**config.mk**
```make
export PLATFORM = sky130hd
export DESIGN_NAME = fcc_host
export DESIGN_NICKNAME = d
export VERILOG_FILES = /design/src/fcc_pkg.sv /design/src/fcc_sync.sv /design/src/fcc_cycle.sv /design/src/fcc_host.sv
export SDC_FILE = /design/constraint.sdc
export NUM_CORES = 1
export LEC_CHECK = 0
export BUFFER_PORTS_ARGS = -buffer_cell sky130_fd_sc_hd__buf_2
export CAP_MARGIN = 20
export CORE_UTILIZATION = 55
export DETAILED_ROUTE_END_ITERATION = 16
export GPL_TIMING_DRIVEN = 0
export HOLD_SLACK_MARGIN = 0.12
export PLACE_DENSITY = 0.76
export SLEW_MARGIN = 40
export SYNTH_ARGS = -nofsm -noshare
export SYNTH_HDL_FRONTEND = slang
export SYNTH_HIERARCHICAL = 1
export SYNTH_SLANG_ARGS = --single-unit
```
**constraint.sdc**
```tcl
create_clock -name clock_in -period 4.1 [get_ports clock_in]
set_input_delay 0.615 -clock clock_in [delete_from_list [all_inputs] [get_ports clock_in]]
set_output_delay 0.615 -clock clock_in [all_outputs]
set_load 0.02 [all_outputs]
```
**src/fcc_pkg.sv**
```systemverilog
// Purpose: Shared constants, command codes and helpers for the flash card host controller
// Assumes: 250 MHz clock; card bus used byte-wide, one byte lane per command
// Notes:   Command addresses carry the chip bit on top of the unlock offsets
package fcc_pkg;

    localparam int CLK_MHZ         = 250;
    localparam int GLITCH_NS       = 5;
    localparam int STROBE_NS       = 40;
    localparam int SETUP_NS        = 8;
    localparam int HOLD_NS         = 8;
    localparam int RESET_LOW_NS    = 500;
    localparam int RESET_DONE_US   = 20;
    localparam int ERASE_WINDOW_US = 50;
    localparam int CNT_W           = 16;

    // Least times round up, never below one cycle
    function automatic int ceil_cyc(input int ns);
        int c;
        c = (ns * CLK_MHZ + 999) / 1000;
        return (c < 1) ? 1 : c;
    endfunction

    localparam int GLITCH_CYC    = ceil_cyc(GLITCH_NS);
    localparam int STROBE_CYC    = ceil_cyc(STROBE_NS);
    localparam int SETUP_CYC     = ceil_cyc(SETUP_NS);
    localparam int HOLD_CYC      = ceil_cyc(HOLD_NS);
    localparam int RESET_LOW_CYC = ceil_cyc(RESET_LOW_NS);

    localparam int          CHIP_BIT         = 21;
    localparam logic [21:0] CMD_ADDR_FIRST   = 22'h005555;
    localparam logic [21:0] CMD_ADDR_SECOND  = 22'h002AAA;
    localparam logic [21:0] IDENT_MAKER_OFS  = 22'h000000;
    localparam logic [21:0] IDENT_DEVICE_OFS = 22'h000001;

    localparam logic [7:0] CODE_UNLOCK1 = 8'hAA;
    localparam logic [7:0] CODE_UNLOCK2 = 8'h55;
    localparam logic [7:0] CODE_RESET   = 8'hF0;
    localparam logic [7:0] CODE_IDENT   = 8'h90;
    localparam logic [7:0] CODE_PROGRAM = 8'hA0;
    localparam logic [7:0] CODE_ERASE   = 8'h80;
    localparam logic [7:0] CODE_SECTOR  = 8'h30;
    localparam logic [7:0] CODE_CHIP    = 8'h10;
    localparam logic [7:0] CODE_SUSPEND = 8'hB0;
    localparam logic [7:0] CODE_RESUME  = 8'h30;

    typedef enum logic [3:0] {
        OP_READ, OP_ID_MAKER, OP_ID_DEVICE, OP_RST_SHORT, OP_RST_LONG, OP_IDENT,
        OP_PROGRAM, OP_SECT_ERASE, OP_CHIP_ERASE, OP_SUSPEND, OP_RESUME, OP_HW_RESET
    } fcc_op_t;

    function automatic logic is_read(input fcc_op_t op);
        return (op == OP_READ) || (op == OP_ID_MAKER) || (op == OP_ID_DEVICE);
    endfunction

    function automatic logic [2:0] seq_len(input fcc_op_t op);
        case (op)
            OP_RST_LONG, OP_IDENT:       return 3'd3;
            OP_PROGRAM:                  return 3'd4;
            OP_SECT_ERASE, OP_CHIP_ERASE: return 3'd6;
            default:                     return 3'd1;
        endcase
    endfunction

endpackage

```
**src/fcc_sync.sv**
```systemverilog
// Purpose: Two-flop synchroniser for card pins and switch levels
// Assumes: Inputs are asynchronous to clock_in
// Notes:   Stage one feeds stage two only
`timescale 1ns/1ps
module fcc_sync #(
    parameter int W = 1
) (
    // Clock and reset
    input  wire logic         clock_in,
    input  wire logic         sys_rst_in,
    // Levels
    input  wire logic [W-1:0] async_in,
    output logic      [W-1:0] sync_out
);
    logic [W-1:0] meta_q;
    logic [W-1:0] sync_q;

    always_ff @(posedge clock_in or posedge sys_rst_in) begin
        if (sys_rst_in) begin
            meta_q <= '0;
            sync_q <= '0;
        end else begin
            meta_q <= async_in;
            sync_q <= meta_q;
        end
    end

    assign sync_out = sync_q;
endmodule // fcc_sync

```
**src/fcc_cycle.sv**
```systemverilog
// Purpose: Runs one card bus cycle: setup, strobe, hold
// Assumes: bus_in already synchronised; start only while idle
// Notes:   Strobe width is far above the card's glitch filter
`timescale 1ns/1ps
module fcc_cycle
    import fcc_pkg::*;
(
    // Clock and reset
    input  wire logic        clock_in,
    input  wire logic        sys_rst_in,
    // Cycle request
    input  wire logic        start_in,
    input  wire logic        write_in,
    input  wire logic [21:0] addr_in,
    input  wire logic [7:0]  data_in,
    input  wire logic        lane_in,
    input  wire logic [15:0] bus_in,
    output logic             done_out,
    output logic [7:0]       rdata_out,
    // Card pins
    output logic [21:0]      card_addr_out,
    output logic             low_lane_select_n_out,
    output logic             high_lane_select_n_out,
    output logic             card_oe_n_out,
    output logic             card_we_n_out,
    output logic [15:0]      card_data_out,
    output logic [1:0]       card_data_oe_out
);
    typedef enum logic [1:0] {E_IDLE, E_SETUP, E_STROBE, E_HOLD} fcc_phase_t;
    localparam int STRB_LEN = STROBE_CYC;

    fcc_phase_t phase_q;
    logic [7:0]  cnt_q;
    logic        write_q, lane_q, done_q, oe_n_q, we_n_q, lsel_n_q, hsel_n_q;
    logic [21:0] addr_q;
    logic [15:0] dq_q;
    logic [1:0]  dq_oe_q;
    logic [7:0]  rdata_q;
    wire         cnt_end = (cnt_q == 8'h00);

    always_ff @(posedge clock_in or posedge sys_rst_in) begin
        if (sys_rst_in) begin
            phase_q <= E_IDLE;
            cnt_q <= 8'h00;
            write_q <= 1'b0;
            lane_q <= 1'b0;
            done_q <= 1'b0;
            oe_n_q <= 1'b1;
            we_n_q <= 1'b1;
            lsel_n_q <= 1'b1;
            hsel_n_q <= 1'b1;
            addr_q <= 22'h000000;
            dq_q <= 16'h0000;
            dq_oe_q <= 2'b00;
            rdata_q <= 8'h00;
        end else begin
            done_q <= 1'b0;
            if (!cnt_end) begin
                cnt_q <= cnt_q - 8'h01;
            end
            case (phase_q)
                E_IDLE: if (start_in) begin
                    // Only the lane named by lane_in is selected; the other lane idles
                    phase_q <= E_SETUP;
                    cnt_q <= 8'(SETUP_CYC - 1);
                    write_q <= write_in;
                    lane_q <= lane_in;
                    addr_q <= addr_in;
                    lsel_n_q <= lane_in;
                    hsel_n_q <= !lane_in;
                    dq_q <= lane_in ? {data_in, 8'h00} : {8'h00, data_in};
                    dq_oe_q <= write_in ? {lane_in, !lane_in} : 2'b00;
                end
                E_SETUP: if (cnt_end) begin
                    phase_q <= E_STROBE;
                    cnt_q <= 8'(STROBE_CYC - 1);
                    we_n_q <= !write_q;
                    oe_n_q <= write_q;
                end
                E_STROBE: if (cnt_end) begin
                    phase_q <= E_HOLD;
                    cnt_q <= 8'(HOLD_CYC - 1);
                    we_n_q <= 1'b1;
                    oe_n_q <= 1'b1;
                    if (!write_q) begin
                        rdata_q <= lane_q ? bus_in[15:8] : bus_in[7:0];
                    end
                end
                E_HOLD: if (cnt_end) begin
                    // Back to inactive levels between cycles
                    phase_q <= E_IDLE;
                    lsel_n_q <= 1'b1;
                    hsel_n_q <= 1'b1;
                    dq_oe_q <= 2'b00;
                    done_q <= 1'b1;
                end
                default: phase_q <= E_IDLE;
            endcase
        end
    end

    assign done_out = done_q;
    assign rdata_out = rdata_q;
    assign card_addr_out = addr_q;
    assign low_lane_select_n_out = lsel_n_q;
    assign high_lane_select_n_out = hsel_n_q;
    assign card_oe_n_out = oe_n_q;
    assign card_we_n_out = we_n_q;
    assign card_data_out = dq_q;
    assign card_data_oe_out = dq_oe_q;
endmodule // fcc_cycle

```
**src/fcc_host.sv**
```systemverilog
// Purpose: Host controller issuing unlock command sequences to a byte-wide flash card
// Assumes: Switch and supply-good levels arrive asynchronously from the card slot
// Notes:   One command at a time; a program cut by supply lockout is replayed
//
// Overview of operation
// - A program cut by lockout is reissued in full after recovery.
// - Enables and write strobe idle high between cycles.
// - Short reset writes F0H to the chip address.
// - Long reset writes AAH, 55H, F0H to first, second, first address.
// - Identifier entry writes AAH, 55H, 90H to command addresses.
// - Byte program is AAH, 55H, A0H, then value to location.
// - Fourth program cycle carries the exact location and value.
// - Sector erase is AAH,55H,80H,AAH,55H then 30H to sector address.
// - Chip erase is the same five writes then 10H to first address.
// - Suspend writes B0H, resume 30H; A21 selects the chip.
`timescale 1ns/1ps
module fcc_host #(
    parameter int RESET_DONE_CYC = fcc_pkg::RESET_DONE_US * fcc_pkg::CLK_MHZ,
    parameter int ERASE_WIN_CYC  = fcc_pkg::ERASE_WINDOW_US * fcc_pkg::CLK_MHZ
) (
    // Clock and reset
    input  wire logic            clock_in,
    input  wire logic            sys_rst_in,
    // Command port
    input  wire logic            cmd_valid_in,
    input  wire fcc_pkg::fcc_op_t cmd_op_in,
    input  wire logic [21:0]     cmd_addr_in,
    input  wire logic [7:0]      cmd_data_in,
    input  wire logic            cmd_lane_in,
    output logic                 cmd_ready_out,
    output logic                 cmd_done_out,
    output logic                 cmd_refused_out,
    output logic [7:0]           read_data_out,
    output logic                 replay_pending_out,
    // Card status levels
    input  wire logic            lockout_switch_in,
    input  wire logic            supply_ok_in,
    // Card pins
    output logic [21:0]          card_addr_out,
    output logic                 low_lane_select_n_out,
    output logic                 high_lane_select_n_out,
    output logic                 card_oe_n_out,
    output logic                 card_we_n_out,
    output logic                 card_reset_n_out,
    output logic [15:0]          card_data_out,
    output logic [1:0]           card_data_oe_out,
    input  wire logic [15:0]     card_data_in
);
    import fcc_pkg::*;

    typedef enum logic [2:0] {
        ST_IDLE, ST_ISSUE, ST_BUS, ST_ERASE_WIN, ST_RST_LOW, ST_RST_WAIT
    } fcc_state_t;

    fcc_state_t  state_q, state_d;
    fcc_op_t     op_q;
    logic [21:0] addr_q, save_addr_q;
    logic [7:0]  data_q, save_data_q, rdata_q;
    logic        lane_q, save_lane_q;
    logic [2:0]  step_q;
    logic [CNT_W-1:0] cnt_q;
    logic        replay_q, ready_q, done_q, refused_q, reset_n_q;

    logic [17:0] sync_s;
    logic        eng_done;
    logic [7:0]  eng_rdata;
    logic        eng_lsel_n, eng_hsel_n;

    fcc_sync #(.W(18)) u_sync (
        .clock_in   (clock_in),
        .sys_rst_in (sys_rst_in),
        .async_in   ({supply_ok_in, lockout_switch_in, card_data_in}),
        .sync_out   (sync_s)
    );

    wire        supply_ok_s = sync_s[17];
    wire        protect_s   = sync_s[16];
    wire        write_ok    = supply_ok_s && !protect_s;
    wire        cur_write   = !is_read(op_q);
    wire        cmd_write   = !is_read(cmd_op_in) && (cmd_op_in != OP_HW_RESET);
    wire        accept      = (state_q == ST_IDLE) && ready_q && cmd_valid_in;
    wire        refuse      = accept && cmd_write && !write_ok;
    wire        start_cmd   = accept && !refuse;
    wire        replay_go   = (state_q == ST_IDLE) && replay_q && write_ok;
    // Leaving mid-sequence on lockout: card drops it anyway, host does not continue
    wire        abort_now   = cur_write && !supply_ok_s && (state_q == ST_ISSUE);
    wire        eng_start   = (state_q == ST_ISSUE) && !abort_now;
    wire        last_step   = (step_q + 3'd1) == seq_len(op_q);
    wire        cmd_first   = (state_q == ST_BUS) && eng_done && last_step;
    wire [21:0] chip_hi     = {addr_q[CHIP_BIT], 21'h000000};
    wire [21:0] first_a     = CMD_ADDR_FIRST | chip_hi;
    wire [21:0] second_a    = CMD_ADDR_SECOND | chip_hi;
    wire [21:0] eng_addr;
    wire [7:0]  eng_data;

    // Address of the current step
    assign eng_addr =
        (op_q == OP_ID_MAKER)  ? {addr_q[CHIP_BIT], IDENT_MAKER_OFS[20:0]} :
        (op_q == OP_ID_DEVICE) ? {addr_q[CHIP_BIT], IDENT_DEVICE_OFS[20:0]} :
        (seq_len(op_q) == 3'd1) ? addr_q :
        (step_q == 3'd1 || step_q == 3'd4) ? second_a :
        (step_q == 3'd3 && op_q == OP_PROGRAM) ? addr_q :
        (step_q == 3'd5 && op_q == OP_SECT_ERASE) ? addr_q :
        first_a;

    // Data of the current step
    assign eng_data =
        (op_q == OP_RST_SHORT) ? CODE_RESET :
        (op_q == OP_SUSPEND)   ? CODE_SUSPEND :
        (op_q == OP_RESUME)    ? CODE_RESUME :
        (seq_len(op_q) == 3'd1) ? data_q :
        (step_q == 3'd0 || step_q == 3'd3) ?
            ((op_q == OP_PROGRAM && step_q == 3'd3) ? data_q : CODE_UNLOCK1) :
        (step_q == 3'd1 || step_q == 3'd4) ? CODE_UNLOCK2 :
        (step_q == 3'd5) ? ((op_q == OP_SECT_ERASE) ? CODE_SECTOR : CODE_CHIP) :
        (op_q == OP_RST_LONG) ? CODE_RESET :
        (op_q == OP_IDENT)    ? CODE_IDENT :
        (op_q == OP_PROGRAM)  ? CODE_PROGRAM : CODE_ERASE;

    fcc_cycle u_cycle (
        .clock_in               (clock_in),
        .sys_rst_in             (sys_rst_in),
        .start_in               (eng_start),
        .write_in               (cur_write),
        .addr_in                (eng_addr),
        .data_in                (eng_data),
        .lane_in                (lane_q),
        .bus_in                 (sync_s[15:0]),
        .done_out               (eng_done),
        .rdata_out              (eng_rdata),
        .card_addr_out          (card_addr_out),
        .low_lane_select_n_out  (eng_lsel_n),
        .high_lane_select_n_out (eng_hsel_n),
        .card_oe_n_out          (card_oe_n_out),
        .card_we_n_out          (card_we_n_out),
        .card_data_out          (card_data_out),
        .card_data_oe_out       (card_data_oe_out)
    );

    // Lane selects come from engine flops; reset low forces standby via engine idling
    assign low_lane_select_n_out  = eng_lsel_n;
    assign high_lane_select_n_out = eng_hsel_n;

    always_comb begin
        state_d = state_q;
        case (state_q)
            ST_IDLE: begin
                if (replay_go || (start_cmd && cmd_op_in != OP_HW_RESET)) begin
                    state_d = ST_ISSUE;
                end else if (start_cmd) begin
                    state_d = ST_RST_LOW;
                end
            end
            ST_ISSUE:     state_d = abort_now ? ST_IDLE : ST_BUS;
            ST_BUS: begin
                if (eng_done && last_step) begin
                    state_d = (op_q == OP_SECT_ERASE) ? ST_ERASE_WIN : ST_IDLE;
                end else if (eng_done) begin
                    state_d = ST_ISSUE;
                end
            end
            ST_ERASE_WIN: if (cnt_q == '0 || !supply_ok_s) state_d = ST_IDLE;
            ST_RST_LOW:   if (cnt_q == '0) state_d = ST_RST_WAIT;
            ST_RST_WAIT:  if (cnt_q == '0) state_d = ST_IDLE;
            default:      state_d = ST_IDLE;
        endcase
    end

    always_ff @(posedge clock_in or posedge sys_rst_in) begin
        if (sys_rst_in) begin
            state_q <= ST_IDLE;
            ready_q <= 1'b0;
            cnt_q <= '0;
        end else begin
            state_q <= state_d;
            // Stay busy on the abort edge too, before the replay flag shows
            ready_q <= (state_d == ST_IDLE) && !replay_q && !replay_go
                       && !(abort_now && op_q == OP_PROGRAM);
            if (state_q != state_d && state_d == ST_ERASE_WIN) begin
                cnt_q <= CNT_W'(ERASE_WIN_CYC - 1);
            end else if (state_q != state_d && state_d == ST_RST_LOW) begin
                cnt_q <= CNT_W'(RESET_LOW_CYC - 1);
            end else if (state_q != state_d && state_d == ST_RST_WAIT) begin
                cnt_q <= CNT_W'(RESET_DONE_CYC - 1);
            end else if (cnt_q != '0) begin
                cnt_q <= cnt_q - CNT_W'(1);
            end
        end
    end

    always_ff @(posedge clock_in or posedge sys_rst_in) begin
        if (sys_rst_in) begin
            op_q <= OP_READ;
            addr_q <= 22'h000000;
            data_q <= 8'h00;
            lane_q <= 1'b0;
            step_q <= 3'd0;
        end else if (replay_go) begin
            op_q <= OP_PROGRAM;
            addr_q <= save_addr_q;
            data_q <= save_data_q;
            lane_q <= save_lane_q;
            step_q <= 3'd0;
        end else if (start_cmd) begin
            op_q <= cmd_op_in;
            addr_q <= cmd_addr_in;
            data_q <= cmd_data_in;
            lane_q <= cmd_lane_in;
            step_q <= 3'd0;
        end else if (state_q == ST_BUS && eng_done && !last_step) begin
            step_q <= step_q + 3'd1;
        end
    end

    always_ff @(posedge clock_in or posedge sys_rst_in) begin
        if (sys_rst_in) begin
            replay_q <= 1'b0;
            save_addr_q <= 22'h000000;
            save_data_q <= 8'h00;
            save_lane_q <= 1'b0;
            done_q <= 1'b0;
            refused_q <= 1'b0;
            rdata_q <= 8'h00;
            reset_n_q <= 1'b1;
        end else begin
            refused_q <= refuse;
            done_q <= cmd_first || (state_q == ST_RST_WAIT && cnt_q == '0)
                      || (state_q == ST_ERASE_WIN && state_d == ST_IDLE);
            reset_n_q <= (state_d != ST_RST_LOW);
            if (cmd_first && is_read(op_q)) begin
                rdata_q <= eng_rdata;
            end
            // Card does not restart an interrupted program, so keep it for reissue
            if (abort_now && op_q == OP_PROGRAM) begin
                replay_q <= 1'b1;
                save_addr_q <= addr_q;
                save_data_q <= data_q;
                save_lane_q <= lane_q;
            end else if (cmd_first && op_q == OP_PROGRAM) begin
                replay_q <= 1'b0;
            end
        end
    end

    assign cmd_ready_out      = ready_q;
    assign cmd_done_out       = done_q;
    assign cmd_refused_out    = refused_q;
    assign read_data_out      = rdata_q;
    assign replay_pending_out = replay_q;
    assign card_reset_n_out   = reset_n_q;
endmodule // fcc_host

```
Yosys cells after proc, flatten, opt, wreduce, memory -nomap -nowiden
Cells that the tools add are included.
- flip-flop bits (word level): 202
- input bits: 56
- add/sub/neg operators: 3
- reductions and logical operators: 75
- muxes and demuxes: 72
- bitwise gates (word level): 1
- eq/ne operators: 36
- operator list (kind ; count):
    two-way mux 21 bit ; 6
    two-way mux 8 bit ; 15
    two-way mux 16 bit ; 5
    two-way mux 22 bit ; 2
    logical AND 1 bit ; 30
    two-way mux 3 bit ; 10
    one-hot mux 8 bit (3 select lines) ; 1
    equality test 3 bit (second input constant) ; 6
    two-way mux 6 bit ; 3
    one-hot mux 3 bit (6 select lines) ; 1
    equality test 4 x 3 -> 1 bit (second input constant) ; 4
    zero test 16 bit ; 1
    two-way mux 2 bit ; 8
    nonzero test 16 bit ; 1
    subtractor 16 x 1 -> 16 bit (second input constant) ; 1
    zero test 1 bit ; 13
    equality test 3 x 2 -> 1 bit (second input constant) ; 4
    equality test 4 x 2 -> 1 bit (second input constant) ; 3
    equality test 4 bit (second input constant) ; 3
    two-way mux 1 bit ; 11
    logical OR 1 bit ; 10
    equality test 3 x 1 -> 1 bit (second input constant) ; 3
    zero test 3 bit ; 3
    one-hot mux 3 bit (3 select lines) ; 1
    27 further kinds ; 42

Logic depth before layout (Yosys ltp)
Gate-level depths: netlist (run 1).
- word-level depth: 18
- gate-level depth with buffers: 11

Modules after synthesis
The synthesis (run 1) kept the hierarchy.
- modules (own cells, without submodules) (module ; seq. area each (um2) ; area each (um2) ; times used ; cells an instance):
    fcc_host ; 2528.7 ; 5373.9 ; 1 ; 535
    fcc_cycle ; 1631.6 ; 2851.5 ; 1 ; 238
    fcc_sync ; 900.9 ; 904.6 ; 1 ; 37

Worst setup path before layout (run 1)
No wires, ideal clock.
- path kind: flip-flop to flip-flop
- start point: register, netlist name cnt_q[0]
- end point: register done_q, in the netlist cmd_done_out
- cell stages (with the launch flop): 10
- path buffers: 1
- arrival: 2.345 ns
- slack: 1.635 ns
- cell sequence: dfrtp_1 -> inv_1 -> ha_1 -> or4b_1 -> buf_2 -> nor4_4 -> nor3b_1 -> a21oi_2 -> and2_1 -> a41o_1
- RTL lines (what ; line ; source):
    end signal: assignment ; fcc_host.sv:227 ; done_q <= cmd_first || (state_q == ST_RST_WAIT && cnt_q == '0)
    end: declaration ; fcc_host.sv:62 ; logic replay_q, ready_q, done_q, refused_q, reset_n_q;

Worst setup path after layout (run 1)
- start point: register op_q[1]
- end point: register u_cycle.dq_q[13], in the netlist u_cycle/card_data_out[13]
- RTL lines (what ; line ; source):
    start: declaration ; fcc_host.sv:56 ; fcc_op_t op_q;
    start signal: assignment ; fcc_host.sv:205 ; op_q <= cmd_op_in;
    equality test 4 x 1 -> 1 bit or zero test 4 bit (tied branches) ; fcc_pkg.sv:52 ; return (op == OP_READ) || (op == OP_ID_MAKER) || (op == OP_ID_DEVICE);
    logical OR 1 bit ; fcc_pkg.sv:52 ;
    logical OR 1 bit * ; fcc_pkg.sv:52 ;
    zero test 1 bit * ; fcc_host.sv:79 ; wire cur_write = !is_read(op_q);
    logical AND 1 bit * (2 in series) ; fcc_host.sv:86 ; wire abort_now = cur_write && !supply_ok_s && (state_q == ST_ISSUE);
    zero test 1 bit * ; fcc_host.sv:87 ; wire eng_start = (state_q == ST_ISSUE) && !abort_now;
    logical AND 1 bit * ; fcc_host.sv:87 ;
    net eng_start ; fcc_host.sv:87 ;
    AND reduction 2 bit (no line) * ; n/a ;
    end signal: assignment ; fcc_cycle.sv:71 ; dq_q <= lane_in ? {data_in, 8'h00} : {8'h00, data_in};
    end: declaration ; fcc_cycle.sv:36 ; logic [15:0] dq_q;
The timed path passes the listed nets; every way through them passes the cells marked *.
A chain may end at the register's enable or synchronous reset.

==> impl_table.tex, run 1 <==
\begin{tabular}{lr}
\hline
Metric & Value \\
\hline
\multicolumn{2}{l}{\textbf{Status}} \\
Status & completed \\
\multicolumn{2}{l}{\textbf{Floorplan}} \\
Initial standard-cell utilization of the core & a little under three fifths \\
Die height & between 100 and 150 um \\
Die span in x & around 130 um \\
Die Area & between 15000 and 20000 um\^{}2 \\
Top-level I/O count & $\sim$110 \\
Area of the core & about 16000 um\^{}2 \\
\# rows & between 40 and 50 \\
\multicolumn{2}{l}{\textbf{Timing}} \\
Number of setup violations in the final report & 0 \\
Final critical-path setup slack & about 0.96 ns \\
Hold Fails Final Rpt & 0 \\
Final-report max-slew violation count & 0 \\
Max frequency & approximately 0.32 GHz \\
Worst hold margin & about 0.22 ns \\
Tightest Pin Transition & about 0.79 ns \\
Max Clock Skew & between 0.01 and 0.015 ns \\
Unrepaired setup endpoints after global routing & false \\
Share of the clock period used by the worst path & about 76\% \\
Final critical-path required period & $\sim$3.1 ns \\
Slew margin rel. & 47.62\% \\
\multicolumn{2}{l}{\textbf{Place}} \\
Final weighted congestion in routability-driven placement & 0.9042 \\
Placed insts & between 1000 and 1500 \\
Pre-CTS setup slack & a little under 1 ns \\
Port Buf Inserts & 112 \\
Sum of net half-perimeters after detailed placement & 13720 um \\
\multicolumn{2}{l}{\textbf{Worst setup path}} \\
Worst endpoint data arrival time & roughly 3.5 ns \\
Critical-path maximum fanout & 10 \\
Crit path max-delay cell type & sky130\_fd\_sc\_hd\_\_a211oi\_1 \\
Launching element type of the critical path & register \\
Crit path kind & register to register \\
Critical Path Sink Type & register \\
List of cells traversed by the critical path & buf\_1, a211oi\_1, nor2\_1, nor3\_1, nand2\_1, clkbuf\_1, clkbuf\_1, nand2\_1, o21ai\_0 \\
Data required time of the critical path & around 4.5 ns \\
Biggest cell delay along the critical path & just under 0.6 ns \\
\multicolumn{2}{l}{\textbf{Finish}} \\
Final standard cell count with taps included and fillers excluded & around 1200 \\
Core occupancy in the finished layout & between 60 and 70\% \\
Post-layout nets & roughly 1000 \\
Synthesis-to-finish area growth & 18.06\% \\
Share of final-layout standard cells stronger than drive strength 1 & $\sim$28\% \\
\multicolumn{2}{l}{\textbf{Yosys}} \\
Summed instance area of the synthesized netlist & just over 9000 um\^{}2 \\
Main synth FF type & sky130\_fd\_sc\_hd\_\_dfrtp\_1 \\
Mux cell area share after synthesis & between 10 and 15\% \\
Share of synthesized flip-flops with an asynchronous set or reset & between 90\% and 100\% \\
Number of nets in the synthesized netlist & about 880 \\
Largest family of logic cells by synthesized area & multiplexers \\
Post-synthesis cell count & a little over 800 \\
Post-synthesis register bit count & between 200 and 250 \\
Post-synthesis sequential area ratio & between 50\% and 60\% \\
Simple-gate area share of the yosys netlist & 14.14\% \\
Adder-Cell Fraction of Synth Area & $\sim$1.5\% \\
Synthesis Warnings & 6 \\
Average footprint of a synthesized cell & between 10 and 15 um\^{}2 \\
Area fraction in compound gates after synthesis & between 10\% and 20\% \\
Number of distinct library cells after synthesis & between 60 and 70 \\
Count of flip-flops with a built-in enable after synthesis & 0 \\
XOR/XNOR share of the synthesized area & about 1.2\% \\
\multicolumn{2}{l}{\textbf{Power and ir drop}} \\
Portion of total power attributed to sequential cells & between 40 and 50\% \\
Net switching power & approximately 0.00084 W \\
Combinational power share & 2.1\% \\
Worst VDD drop & 0.3717 mV \\
Net switching fraction of the power & between 20\% and 30\% \\
Clock share of power & 48.2\% \\
Power Internal & 0.003218 W \\
Reported leakage power & about 5.3 nW \\
Cell area power density & roughly 380 nW/um\^{}2 \\
Total power & between 0.004 and 0.005 W \\
\multicolumn{2}{l}{\textbf{Clock tree}} \\
CTS H-tree lvls & 1 \\
Clock tree from TritonCTS & built \\
Clock transition at the registers of the reported paths & about 0.060 ns \\
Number of clock sinks & 202 \\
Clock root cell & sky130\_fd\_sc\_hd\_\_clkbuf\_16 \\
TritonCTS Buffers & 22 \\
Post-CTS setup buffers & 0 \\
Clock insertion delay at the later pin of the skew report & around 0.50 ns \\
Buffer depth of the longest clock path & 3 \\
\multicolumn{2}{l}{\textbf{Routing}} \\
Number of vias in the routed layout & around 6600 \\
Residual DRC count & 0 \\
Final Routed Wirelength & approximately 20000 um \\
Vias per inst & around 5.6 \\
Remaining number of nets flagged by the antenna check after routing & 0 \\
First-pass detailed-route iteration total & 4 \\
Iteration-0 DRC count of the detailed router & 386 \\
Drt wl/cell & between 15 and 20 um \\
\multicolumn{2}{l}{\textbf{Min path}} \\
Hold Crit Class & input pin to register \\
\multicolumn{2}{l}{\textbf{Global route}} \\
Number of antenna violations at the first check in global routing & 1 \\
Global-route congestion overflow total & 0 \\
Met2 Resource Use GR & 39.18\% \\
Maximum number of pins on one net before global-route repair & 59 \\
Fraction of met3 tracks used by global routing & under 10\% \\
Vias in the first global route & 6399 \\
Met1 usage in global routing & about a third \\
Combined global-route utilization of all metal layers & approximately a quarter \\
GR peak layer & met2 \\
First-pass GRT wire length & about 32000 um \\
\multicolumn{2}{l}{\textbf{Flow run}} \\
Max-capacitance violation count & 0 \\
\hline
\end{tabular}
-- area by class of cell --
type | count | area [um^2]
Fill cell | 1190 | 5279
Sequential cell | 202 | 5061
Timing Repair Buffer | 115 | 618.1
Buffer | 39 | 152.6
Antenna cell | 1 | 2.502
Tap cell | 216 | 270.3
Clock inverter | 6 | 67.56
Multi-Input combinational cell | 546 | 3852
Inverter | 23 | 98.84
Clock buffer | 31 | 655.6
-- cells in the mapped netlist, types with 7 or more instances --
cell | instances | share of area (%)
sky130_fd_sc_hd__a21oi_1 | 27 | 1.5
sky130_fd_sc_hd__clkbuf_1 | 30 | 1.2
sky130_fd_sc_hd__nand2b_1 | 20 | 1.4
sky130_fd_sc_hd__nand3_1 | 10 | 0.55
sky130_fd_sc_hd__nor2b_1 | 11 | 0.75
sky130_fd_sc_hd__mux2i_1 | 41 | 4.5
sky130_fd_sc_hd__mux2_2 | 83 | 10
sky130_fd_sc_hd__nor3_1 | 20 | 1.1
sky130_fd_sc_hd__o21ai_0 | 62 | 3.4
sky130_fd_sc_hd__dfrtp_1 | 197 | 54
sky130_fd_sc_hd__and3_1 | 8 | 0.55
sky130_fd_sc_hd__inv_1 | 23 | 0.95
sky130_fd_sc_hd__nand2_1 | 95 | 3.9
sky130_fd_sc_hd__o21a_1 | 7 | 0.58
sky130_fd_sc_hd__nor2_1 | 45 | 1.9
sky130_fd_sc_hd__xnor2_1 | 7 | 0.67
sky130_fd_sc_hd__ha_1 | 11 | 1.5
-- power groups by stage --
stage / clock [W] / combinational (W) / sequential [W]
finish: 0.00195 / 0.0000846 / 0.00202
CTS: 0.00198 / 0.0000881 / 0.00202
detailed placement: 0 / 0.0000869 / 0.00205
floorplan: 0 / 0.0000367 / 0.00205
global placement: 0 / 0.0000783 / 0.00205
global route: 0.00207 / 0.0000970 / 0.00202
-- worst max-delay path, delay by kind of cell, from the launching register on --
kind / cells / cell delay, ns
AND/OR/NAND/NOR: 4 / 0.94
buffers and inverters: 3 / 0.96
flip-flops: 1 / 0.42
AO/OA/AOI/OAI: 2 / 0.68
-- final timing paths --
kind / from / endpoint / slack (ns) / depth (start not counted)
setup / recovery: op_q[1] / u_cycle/card_data_out[13] / 0.96 / 9
hold / removal: card_data_in[3] / u_sync/meta_q[3] / 0.22 / 1
min in group asynchronous: sys_rst_in / u_cycle/rdata_out[6] / 0.64 / 3
setup reg to reg: op_q[1] / u_cycle/card_data_out[13] / 0.96 / 9
max in group asynchronous: sys_rst_in / u_sync/sync_out[4] / 2.78 / 3
hold reg to reg: u_sync/meta_q[0] / u_sync/sync_out[0] / 0.34 / 0
-- routing by layer --
layer	wire [um]	vias up
li1	-	3122
met1	8852	3222
met4	538	0
met2	9498	196
met3	1064	38
met5	0	-
-- repair_timing --
item                      in CTS  in global routing
hold endpoints to repair      15                  0
gates resized for setup        0                  0
hold buffers                   1                  0
-- placed cells by master, fill, tap and decap left out, types with 6 or more instances in the layout --
master,instances
sky130_fd_sc_hd__a21oi_1,27
sky130_fd_sc_hd__and3_1,8
sky130_fd_sc_hd__buf_2,117
sky130_fd_sc_hd__clkbuf_1,33
sky130_fd_sc_hd__clkbuf_16,23
sky130_fd_sc_hd__dfrtp_1,197
sky130_fd_sc_hd__ha_1,11
sky130_fd_sc_hd__inv_1,20
sky130_fd_sc_hd__mux2_2,83
sky130_fd_sc_hd__mux2i_1,41
sky130_fd_sc_hd__nand2_1,95
sky130_fd_sc_hd__nand2b_1,20
sky130_fd_sc_hd__nand3_1,10
sky130_fd_sc_hd__nor2_1,45
sky130_fd_sc_hd__nor2b_1,11
sky130_fd_sc_hd__nor3_1,18
sky130_fd_sc_hd__nor3b_1,6
sky130_fd_sc_hd__o21a_1,7
sky130_fd_sc_hd__o21ai_0,62
sky130_fd_sc_hd__xnor2_1,7
-- through the flow --
| stage | cell area (um^2) | TNS, ns |
|---|---|---|
| after floorplan | 9130 | 0 |
| after global placement | 9961 | -42.85 |
| after detailed placement | 10040 | 0 |
| after CTS | 10780 | 0 |
| after global routing | 10780 | 0 |
| final | 10780 | 0 |
-- flip-flops by register name, indices dropped and copies added (netlist names), 2 cells and up --
signal                    cells
save_addr_q                  22
u_sync/sync_out              18
u_cycle/card_data_out        16
save_data_q                   8
u_cycle/phase_q               2
addr_q                       22
cnt_q                        16
op_q                          4
u_sync/meta_q                18
data_q                        8
u_cycle/card_data_oe_out      2
u_cycle/card_addr_out        22
step_q                        3
u_cycle/cnt_q                 8
u_cycle/rdata_out             8
state_q                       3
read_data_out                 8
-- cell families after synthesis --
kind of cell	Yosys count
and+or+nand+nor	249
buffers and inverters	62
adders and majority gates	11
AOI/OAI and AO/OA	150
muxes	124
xor gates and xnor gates	12
DFF	202
(Power assumes the default switching activity.)
==> run 2: changes to the inputs <==
==> constraint.sdc (replaced) <==
create_clock -name clock_in -period 3.14 [get_ports clock_in]
set_input_delay 0.471 -clock clock_in [delete_from_list [all_inputs] [get_ports clock_in]]
set_output_delay 0.471 -clock clock_in [all_outputs]
set_load 0.02 [all_outputs]
==> run 2 against run 1 <==
  * Die area did not move
  * Highest routed layer unchanged
  * Global-route usage rose by 0.57 points
  * Sequential power rose by 30%
  * Sequential share of layout area is 0.84 points lower
  * Clock skew fell by 0.0016 ns
  * Sequential cell count did not move
==> impl_table.tex, run 2 (synthesis gave the netlist of run 1 again) <==
\begin{tabular}{lr}
\hline
Metric & Value \\
\hline
\multicolumn{2}{l}{\textbf{Worst setup path}} \\
Data required time of the critical path & 3.52 ns (was 4.45 ns) \\
Crit path kind & register to register (unchanged) \\
Launching element type of the critical path & register (unchanged) \\
Critical-path maximum fanout & 10 (unchanged) \\
Critical Path Sink Type & register (unchanged) \\
Worst endpoint data arrival time & 3.34 ns (was 3.48 ns) \\
\multicolumn{2}{l}{\textbf{Global route}} \\
First-pass GRT wire length & 33000 um (was 32270 um) \\
Vias in the first global route & 6580 (was 6399) \\
Number of antenna violations at the first check in global routing & 1 (unchanged) \\
Combined global-route utilization of all metal layers & 24.70\% (was 24.13\%) \\
Global-route congestion overflow total & 0 (unchanged) \\
Maximum number of pins on one net before global-route repair & 59 (unchanged) \\
\multicolumn{2}{l}{\textbf{Timing}} \\
Share of the clock period used by the worst path & 94.11\% (was 76.48\%) \\
Final-report max-slew violation count & 0 (unchanged) \\
Tightest Pin Transition & 0.7738 ns (was 0.7857 ns) \\
Max frequency & 0.3384 GHz (was 0.3189 GHz) \\
Final critical-path required period & 2.955 ns (was 3.136 ns) \\
Unrepaired setup endpoints after global routing & false (unchanged) \\
Max Clock Skew & 0.01068 ns (was 0.01225 ns) \\
Worst hold margin & 0.2435 ns (was 0.2177 ns) \\
Hold Fails Final Rpt & 0 (unchanged) \\
Slew margin rel. & 48.42\% (was 47.62\%) \\
Number of setup violations in the final report & 0 (unchanged) \\
\multicolumn{2}{l}{\textbf{Clock tree}} \\
Clock root cell & sky130\_fd\_sc\_hd\_\_clkbuf\_16 (unchanged) \\
Clock tree from TritonCTS & built (unchanged) \\
TritonCTS Buffers & 22 (unchanged) \\
Clock transition at the registers of the reported paths & 0.06 ns (about the same) \\
Clock insertion delay at the later pin of the skew report & 0.50 ns (about the same) \\
Post-CTS setup buffers & 0 (unchanged) \\
CTS H-tree lvls & 1 (unchanged) \\
Buffer depth of the longest clock path & 3 (unchanged) \\
Number of clock sinks & 202 (unchanged) \\
\multicolumn{2}{l}{\textbf{Routing}} \\
First-pass detailed-route iteration total & 5 (was 4) \\
Number of vias in the routed layout & 6690 (was 6578) \\
Remaining number of nets flagged by the antenna check after routing & 0 (unchanged) \\
Final Routed Wirelength & 20520 um (was 19950 um) \\
Vias per inst & 5.589 (was 5.579) \\
Iteration-0 DRC count of the detailed router & 374 (was 386) \\
Drt wl/cell & 17.14 um (was 16.92 um) \\
Residual DRC count & 0 (unchanged) \\
\multicolumn{2}{l}{\textbf{Finish}} \\
Layout filler cell count & 1163 (was 1190) \\
Share of final-layout standard cells stronger than drive strength 1 & 27.35\% (was 27.55\%) \\
Final standard cell count with taps included and fillers excluded & 1197 (was 1179) \\
Register area & 5061 um\^{}2 (unchanged) \\
Core occupancy in the finished layout & 68.35\% (was 67.13\%) \\
Post-layout nets & 1034 (was 1016) \\
Most common cell after layout, fill and taps aside & sky130\_fd\_sc\_hd\_\_dfrtp\_1 (unchanged) \\
Commonest cells after routing, fill and taps aside & sky130\_fd\_sc\_hd\_\_dfrtp\_1 (197), sky130\_fd\_sc\_hd\_\_buf\_2 (117), sky130\_fd\_sc\_hd\_\_nand2\_1 (95) (unchanged) \\
Area of combinational cells with multiple inputs & 3869 um\^{}2 (was 3852 um\^{}2) \\
Synthesis-to-finish area growth & 20.21\% (was 18.06\%) \\
\multicolumn{2}{l}{\textbf{Floorplan}} \\
Initial standard-cell utilization of the core & 56.86\% (unchanged) \\
Top-level I/O count & 113 (unchanged) \\
Die height & 130.8 um (unchanged) \\
Die span in x & 130.8 um (unchanged) \\
Area of the core & 16060 um\^{}2 (unchanged) \\
\# rows & 46 (unchanged) \\
Die Area & 17120 um\^{}2 (unchanged) \\
\multicolumn{2}{l}{\textbf{Power and ir drop}} \\
Worst VDD drop & 0.4588 mV (was 0.3717 mV) \\
Cell area power density & 484.1 nW/um\^{}2 (was 376.3 nW/um\^{}2) \\
Reported leakage power & 5.383 nW (was 5.303 nW) \\
Total power & 0.005313 W (was 0.004056 W) \\
\multicolumn{2}{l}{\textbf{Place}} \\
Placed insts & 1140 (unchanged) \\
Port Buf Inserts & 112 (unchanged) \\
Final weighted congestion in routability-driven placement & 0.9042 (unchanged) \\
Sum of net half-perimeters after detailed placement & 13720 um (unchanged) \\
\multicolumn{2}{l}{\textbf{Status}} \\
Status & completed (unchanged) \\
\multicolumn{2}{l}{\textbf{Min path}} \\
Hold Crit Class & input pin to register (unchanged) \\
\multicolumn{2}{l}{\textbf{Flow run}} \\
Max-capacitance violation count & 0 (unchanged) \\
\hline
\end{tabular}
run 2: per-stage QoR:
stage                     area, um^2  setup TNS (ns)  setup WS, ns
after floorplan                 9130               0       0.02352
after global placement          9961         -124.65        -1.250
after detailed placement       10040               0      0.005333
after CTS                      10960               0      0.006018
after global routing           10980               0       0.01447
final                          10980               0        0.1848
run 2: what timing repair did:
action | in CTS | in global routing
hold endpoints to repair | 89 | 0
hold buffers | 19 | 0
gates resized for setup | 0 | 3
endpoints found under the setup margin | 0 | 39
run 2: critical path, stage by stage, from the launching register on:
cell and delay [ns]:
sky130_fd_sc_hd__dfrtp_1 0.46, sky130_fd_sc_hd__nor4b_2 0.61, sky130_fd_sc_hd__nor2_1 0.16, sky130_fd_sc_hd__or2_2 0.32
sky130_fd_sc_hd__clkbuf_1 0.25, sky130_fd_sc_hd__inv_1 0.11, sky130_fd_sc_hd__nor2_1 0.08, sky130_fd_sc_hd__clkbuf_1 0.31
sky130_fd_sc_hd__and3_1 0.28, sky130_fd_sc_hd__mux2_2 0.27
run 2: routing by layer:
metal	wire length (um)	global-route usage, %	vias to the layer above
met5	0	0	-
met4	548	8.384	0
met3	1076	3.502	41
met2	9836	40.46	219
met1	9054	33.97	3270
li1	-	-	3160
run 2: path summary, 6_finish.rpt:
kind | depth (start not counted) | to | startpoint | slack [ns]
worst max-delay path | 9 | u_cycle/card_addr_out[19] | op_q[0] | 0.18
worst min-delay path | 3 | op_q[2] | cmd_op_in[2] | 0.24
worst max register to register | 9 | u_cycle/card_addr_out[19] | op_q[0] | 0.18
worst min register to register | 0 | u_sync/sync_out[0] | u_sync/meta_q[0] | 0.34
max in group asynchronous | 3 | u_sync/sync_out[5] | sys_rst_in | 1.95
min in group asynchronous | 3 | u_cycle/rdata_out[6] | sys_rst_in | 0.50
run 2: where the power goes:
| group | switching (W) | internal, W |
|---|---|---|
| Combinational | 0.0000755 | 0.0000540 |
| Sequential | 0.00000708 | 0.00263 |
| Clock | 0.00101 | 0.00153 |
| Total | 0.00110 | 0.00422 |
run 2: area by class of cell:
| class | instances | share of cell area, % |
|---|---|---|
| repair buffers | 133 | 7.273 |
| well taps | 216 | 2.462 |
| clock buffers | 31 | 5.974 |
| plain buffers | 39 | 1.391 |
| clock inverters | 6 | 0.6156 |
| flip-flops and latches | 202 | 46.11 |
| diodes | 1 | 0.02280 |
| inverters | 23 | 0.9006 |
| multi-input cells | 546 | 35.25 |
==> run 3: changes to the inputs <==
--- a/config.mk
+++ b/config.mk
@@ -17,3 +17,4 @@
 export SYNTH_HDL_FRONTEND = slang
 export SYNTH_HIERARCHICAL = 1
 export SYNTH_SLANG_ARGS = --single-unit
+export TNS_END_PERCENT = 1
==> constraint.sdc (replaced) <==
create_clock -name clock_in -period 3.14 [get_ports clock_in]
set_input_delay 0.628 -clock clock_in [delete_from_list [all_inputs] [get_ports clock_in]]
set_output_delay 0.628 -clock clock_in [all_outputs]
set_load 0.02 [all_outputs]
==> run 3 against run 2 <==
  * Worst setup slack improved by 0.10 ns
  * Clock power rose by 4%
  * Fmax rose by 3.6%
  * Register-to-register slack improved by 0.10 ns
==> impl_table.tex, run 3 (synthesis gave the netlist of run 1 again) <==
\begin{tabular}{lr}
\hline
Metric & Value \\
\hline
\multicolumn{2}{l}{\textbf{Global route}} \\
Maximum number of pins on one net before global-route repair & 37 (was 59) \\
Global-route congestion overflow total & 0 (unchanged) \\
First-pass GRT wire length & 32310 um (was 33000 um) \\
Vias in the first global route & 6428 (was 6580) \\
Number of antenna violations at the first check in global routing & 1 (unchanged) \\
Combined global-route utilization of all metal layers & 24.32\% (was 24.70\%) \\
\multicolumn{2}{l}{\textbf{Power and ir drop}} \\
Portion of total power attributed to sequential cells & 48.8\% (was 49.6\%) \\
Cell area power density & 495.5 nW/um\^{}2 (was 484.1 nW/um\^{}2) \\
Reported leakage power & 5.333 nW (was 5.383 nW) \\
Worst VDD drop & 0.5145 mV (was 0.4588 mV) \\
Clock share of power & 48.9\% (was 48.0\%) \\
Net switching power & 0.001131 W (was 0.001097 W) \\
Combinational power share & 2.2\% (was 2.4\%) \\
Net switching fraction of the power & 20.97\% (was 20.65\%) \\
Power Internal & 0.004262 W (was 0.004216 W) \\
\multicolumn{2}{l}{\textbf{Routing}} \\
Iteration-0 DRC count of the detailed router & 257 (was 374) \\
Drt wl/cell & 16.90 um (was 17.14 um) \\
Remaining number of nets flagged by the antenna check after routing & 0 (unchanged) \\
Final Routed Wirelength & 20010 um (was 20520 um) \\
First-pass detailed-route iteration total & 5 (unchanged) \\
Residual DRC count & 0 (unchanged) \\
Number of vias in the routed layout & 6598 (was 6690) \\
Vias per inst & 5.573 (was 5.589) \\
\multicolumn{2}{l}{\textbf{Clock tree}} \\
Clock transition at the registers of the reported paths & 0.06 ns (about the same) \\
Clock insertion delay at the later pin of the skew report & 0.51 ns (was 0.50 ns) \\
CTS H-tree lvls & 1 (unchanged) \\
Clock root cell & sky130\_fd\_sc\_hd\_\_clkbuf\_16 (unchanged) \\
Buffer depth of the longest clock path & 3 (unchanged) \\
Number of hold buffers added after CTS & 0 (was 19) \\
Clock tree from TritonCTS & built (unchanged) \\
TritonCTS Buffers & 22 (unchanged) \\
Number of clock sinks & 202 (unchanged) \\
\multicolumn{2}{l}{\textbf{Floorplan}} \\
Area of the core & 16060 um\^{}2 (unchanged) \\
Initial standard-cell utilization of the core & 56.86\% (unchanged) \\
Top-level I/O count & 113 (unchanged) \\
Die span in x & 130.8 um (unchanged) \\
\# rows & 46 (unchanged) \\
Die height & 130.8 um (unchanged) \\
Die Area & 17120 um\^{}2 (unchanged) \\
\multicolumn{2}{l}{\textbf{Place}} \\
Total cell area at the placement stage & 10110 um\^{}2 (was 10040 um\^{}2) \\
Port Buf Inserts & 112 (unchanged) \\
Final weighted congestion in routability-driven placement & 0.8918 (was 0.9042) \\
Sum of net half-perimeters after detailed placement & 14110 um (was 13720 um) \\
\multicolumn{2}{l}{\textbf{Timing}} \\
Share of the clock period used by the worst path & 90.87\% (was 94.11\%) \\
Max frequency & 0.3505 GHz (was 0.3384 GHz) \\
Tightest Pin Transition & 0.8223 ns (was 0.7738 ns) \\
Worst hold margin & 0.1366 ns (was 0.2435 ns) \\
Slew margin rel. & 45.18\% (was 48.42\%) \\
Number of setup violations in the final report & 0 (unchanged) \\
Final-report max-slew violation count & 0 (unchanged) \\
Final critical-path required period & 2.853 ns (was 2.955 ns) \\
Unrepaired setup endpoints after global routing & false (unchanged) \\
Max Clock Skew & 0.01173 ns (was 0.01068 ns) \\
Hold Fails Final Rpt & 0 (unchanged) \\
\multicolumn{2}{l}{\textbf{Worst setup path}} \\
R2R Path End & u\_cycle/card\_addr\_out[19] (unchanged) \\
Minimum setup slack among reg-to-reg paths & 0.29 ns (was 0.18 ns) \\
Crit path launch & op\_q[0] (unchanged) \\
Destination of the critical timing path & u\_cycle/card\_addr\_out[19] (unchanged) \\
Data required time of the critical path & 3.53 ns (was 3.52 ns) \\
Critical-path maximum fanout & 10 (unchanged) \\
Worst endpoint data arrival time & 3.25 ns (was 3.34 ns) \\
Number of cells traversed by the worst register-to-register path & 9 (unchanged) \\
Launching element type of the critical path & register (unchanged) \\
Crit path kind & register to register (unchanged) \\
Critical Path Sink Type & register (unchanged) \\
RR Startpoint & op\_q[0] (unchanged) \\
\multicolumn{2}{l}{\textbf{Finish}} \\
Commonest cells after routing, fill and taps aside & sky130\_fd\_sc\_hd\_\_dfrtp\_1 (197), sky130\_fd\_sc\_hd\_\_buf\_2 (117), sky130\_fd\_sc\_hd\_\_nand2\_1 (95) (unchanged) \\
Synthesis-to-finish area growth & 19.21\% (was 20.21\%) \\
Post-layout nets & 1018 (was 1034) \\
Most common cell after layout, fill and taps aside & sky130\_fd\_sc\_hd\_\_dfrtp\_1 (unchanged) \\
Post-route cell area & 10880 um\^{}2 (was 10980 um\^{}2) \\
Share of final-layout standard cells stronger than drive strength 1 & 28.02\% (was 27.35\%) \\
\multicolumn{2}{l}{\textbf{Status}} \\
Status & completed (unchanged) \\
\multicolumn{2}{l}{\textbf{Flow run}} \\
Max-capacitance violation count & 0 (unchanged) \\
\multicolumn{2}{l}{\textbf{Min path}} \\
Hold Crit Class & input pin to async pin (was input pin to register) \\
\hline
\end{tabular}
-- run 3: cell types whose count changed in the layout (fill, tap and decap cells not counted), moves of 2 or more --
cell	before	now
sky130_fd_sc_hd__dlygate4sd3_1	19	0
sky130_fd_sc_hd__bufinv_16	1	3
sky130_fd_sc_hd__clkbuf_1	33	36
sky130_fd_sc_hd__clkinvlp_4	2	5
sky130_fd_sc_hd__clkbuf_8	5	1
sky130_fd_sc_hd__buf_12	1	3
-- run 3: power groups by stage --
| stage | Combinational (W) | Clock [W] | Sequential (W) |
|---|---|---|---|
| floorplan | 0.0000482 | 0 | 0.00268 |
| global placement | 0.000103 | 0 | 0.00268 |
| detailed placement | 0.000125 | 0 | 0.00268 |
| CTS | 0.000125 | 0.00269 | 0.00263 |
| global route | 0.000137 | 0.00280 | 0.00263 |
| finish | 0.000121 | 0.00264 | 0.00263 |
-- run 3: worst min-delay path by stage --
stage,start,to,slack (ns)
finish,sys_rst_in,u_cycle/rdata_out[2],0.14
global route,sys_rst_in,u_cycle/rdata_out[7],0.16
CTS,sys_rst_in,u_cycle/rdata_out[3],0.14
detailed placement,u_sync/meta_q[11],u_sync/sync_out[11],0.34
global placement,u_sync/meta_q[7],u_sync/sync_out[7],0.33
floorplan,u_sync/meta_q[0],u_sync/sync_out[0],0.33
-- run 3: cell type report --
cell class / count / area [um^2]
buffer: 39 / 152.6
sequential: 202 / 5061
clock buffer: 29 / 586.8
tap: 216 / 270.3
multi-input combinational: 546 / 3869
timing repair buffer: 117 / 675.6
fill: 1179 / 5174
clock inverter: 11 / 171.4
antenna: 1 / 2.502
inverter: 23 / 95.09
-- run 3: through the flow --
| stage | setup slack [ns] | utilization [%] | total power, W | std cells | TNS [ns] |
|---|---|---|---|---|---|
| after CTS | 0.02241 | 67.66 | 0.005447 | 1183 | 0 |
| after floorplan | 0.6748 | - | 0.002727 | 810 | 0 |
| final | 0.2867 | 67.78 | 0.005393 | 1184 | 0 |
| after detailed placement | 0.04756 | 62.94 | 0.002806 | 1143 | 0 |
| after global routing | 0.04204 | 67.78 | 0.005574 | 1184 | 0 |
| after global placement | -0.1291 | 62.05 | 0.002783 | 1138 | -7.578 |
-- run 3: per-layer routing --
| metal | GRT usage (%) | wire (um) | vias to the layer above |
|---|---|---|---|
| li1 | - | - | 3118 |
| met1 | 34.32 | 9151 | 3261 |
| met2 | 39.40 | 9519 | 183 |
| met3 | 2.850 | 889 | 36 |
| met4 | 8.114 | 453 | 0 |
| met5 | 0 | 0 | - |
-- run 3: repair_timing --
action	CTS	global route
setup endpoints to repair	0	51
gates resized for setup	0	3
buffers inserted	0	0
-- run 3: worst max-delay path, stage by stage (launching register included) --
cell                       delay (ns)
sky130_fd_sc_hd__dfrtp_1         0.46
sky130_fd_sc_hd__nor4b_2         0.60
sky130_fd_sc_hd__nor2_1          0.15
sky130_fd_sc_hd__or2_2           0.32
sky130_fd_sc_hd__clkbuf_1        0.23
sky130_fd_sc_hd__inv_1           0.10
sky130_fd_sc_hd__nor2_1          0.08
sky130_fd_sc_hd__clkbuf_1        0.28
sky130_fd_sc_hd__and3_1          0.25
sky130_fd_sc_hd__mux2_2          0.26
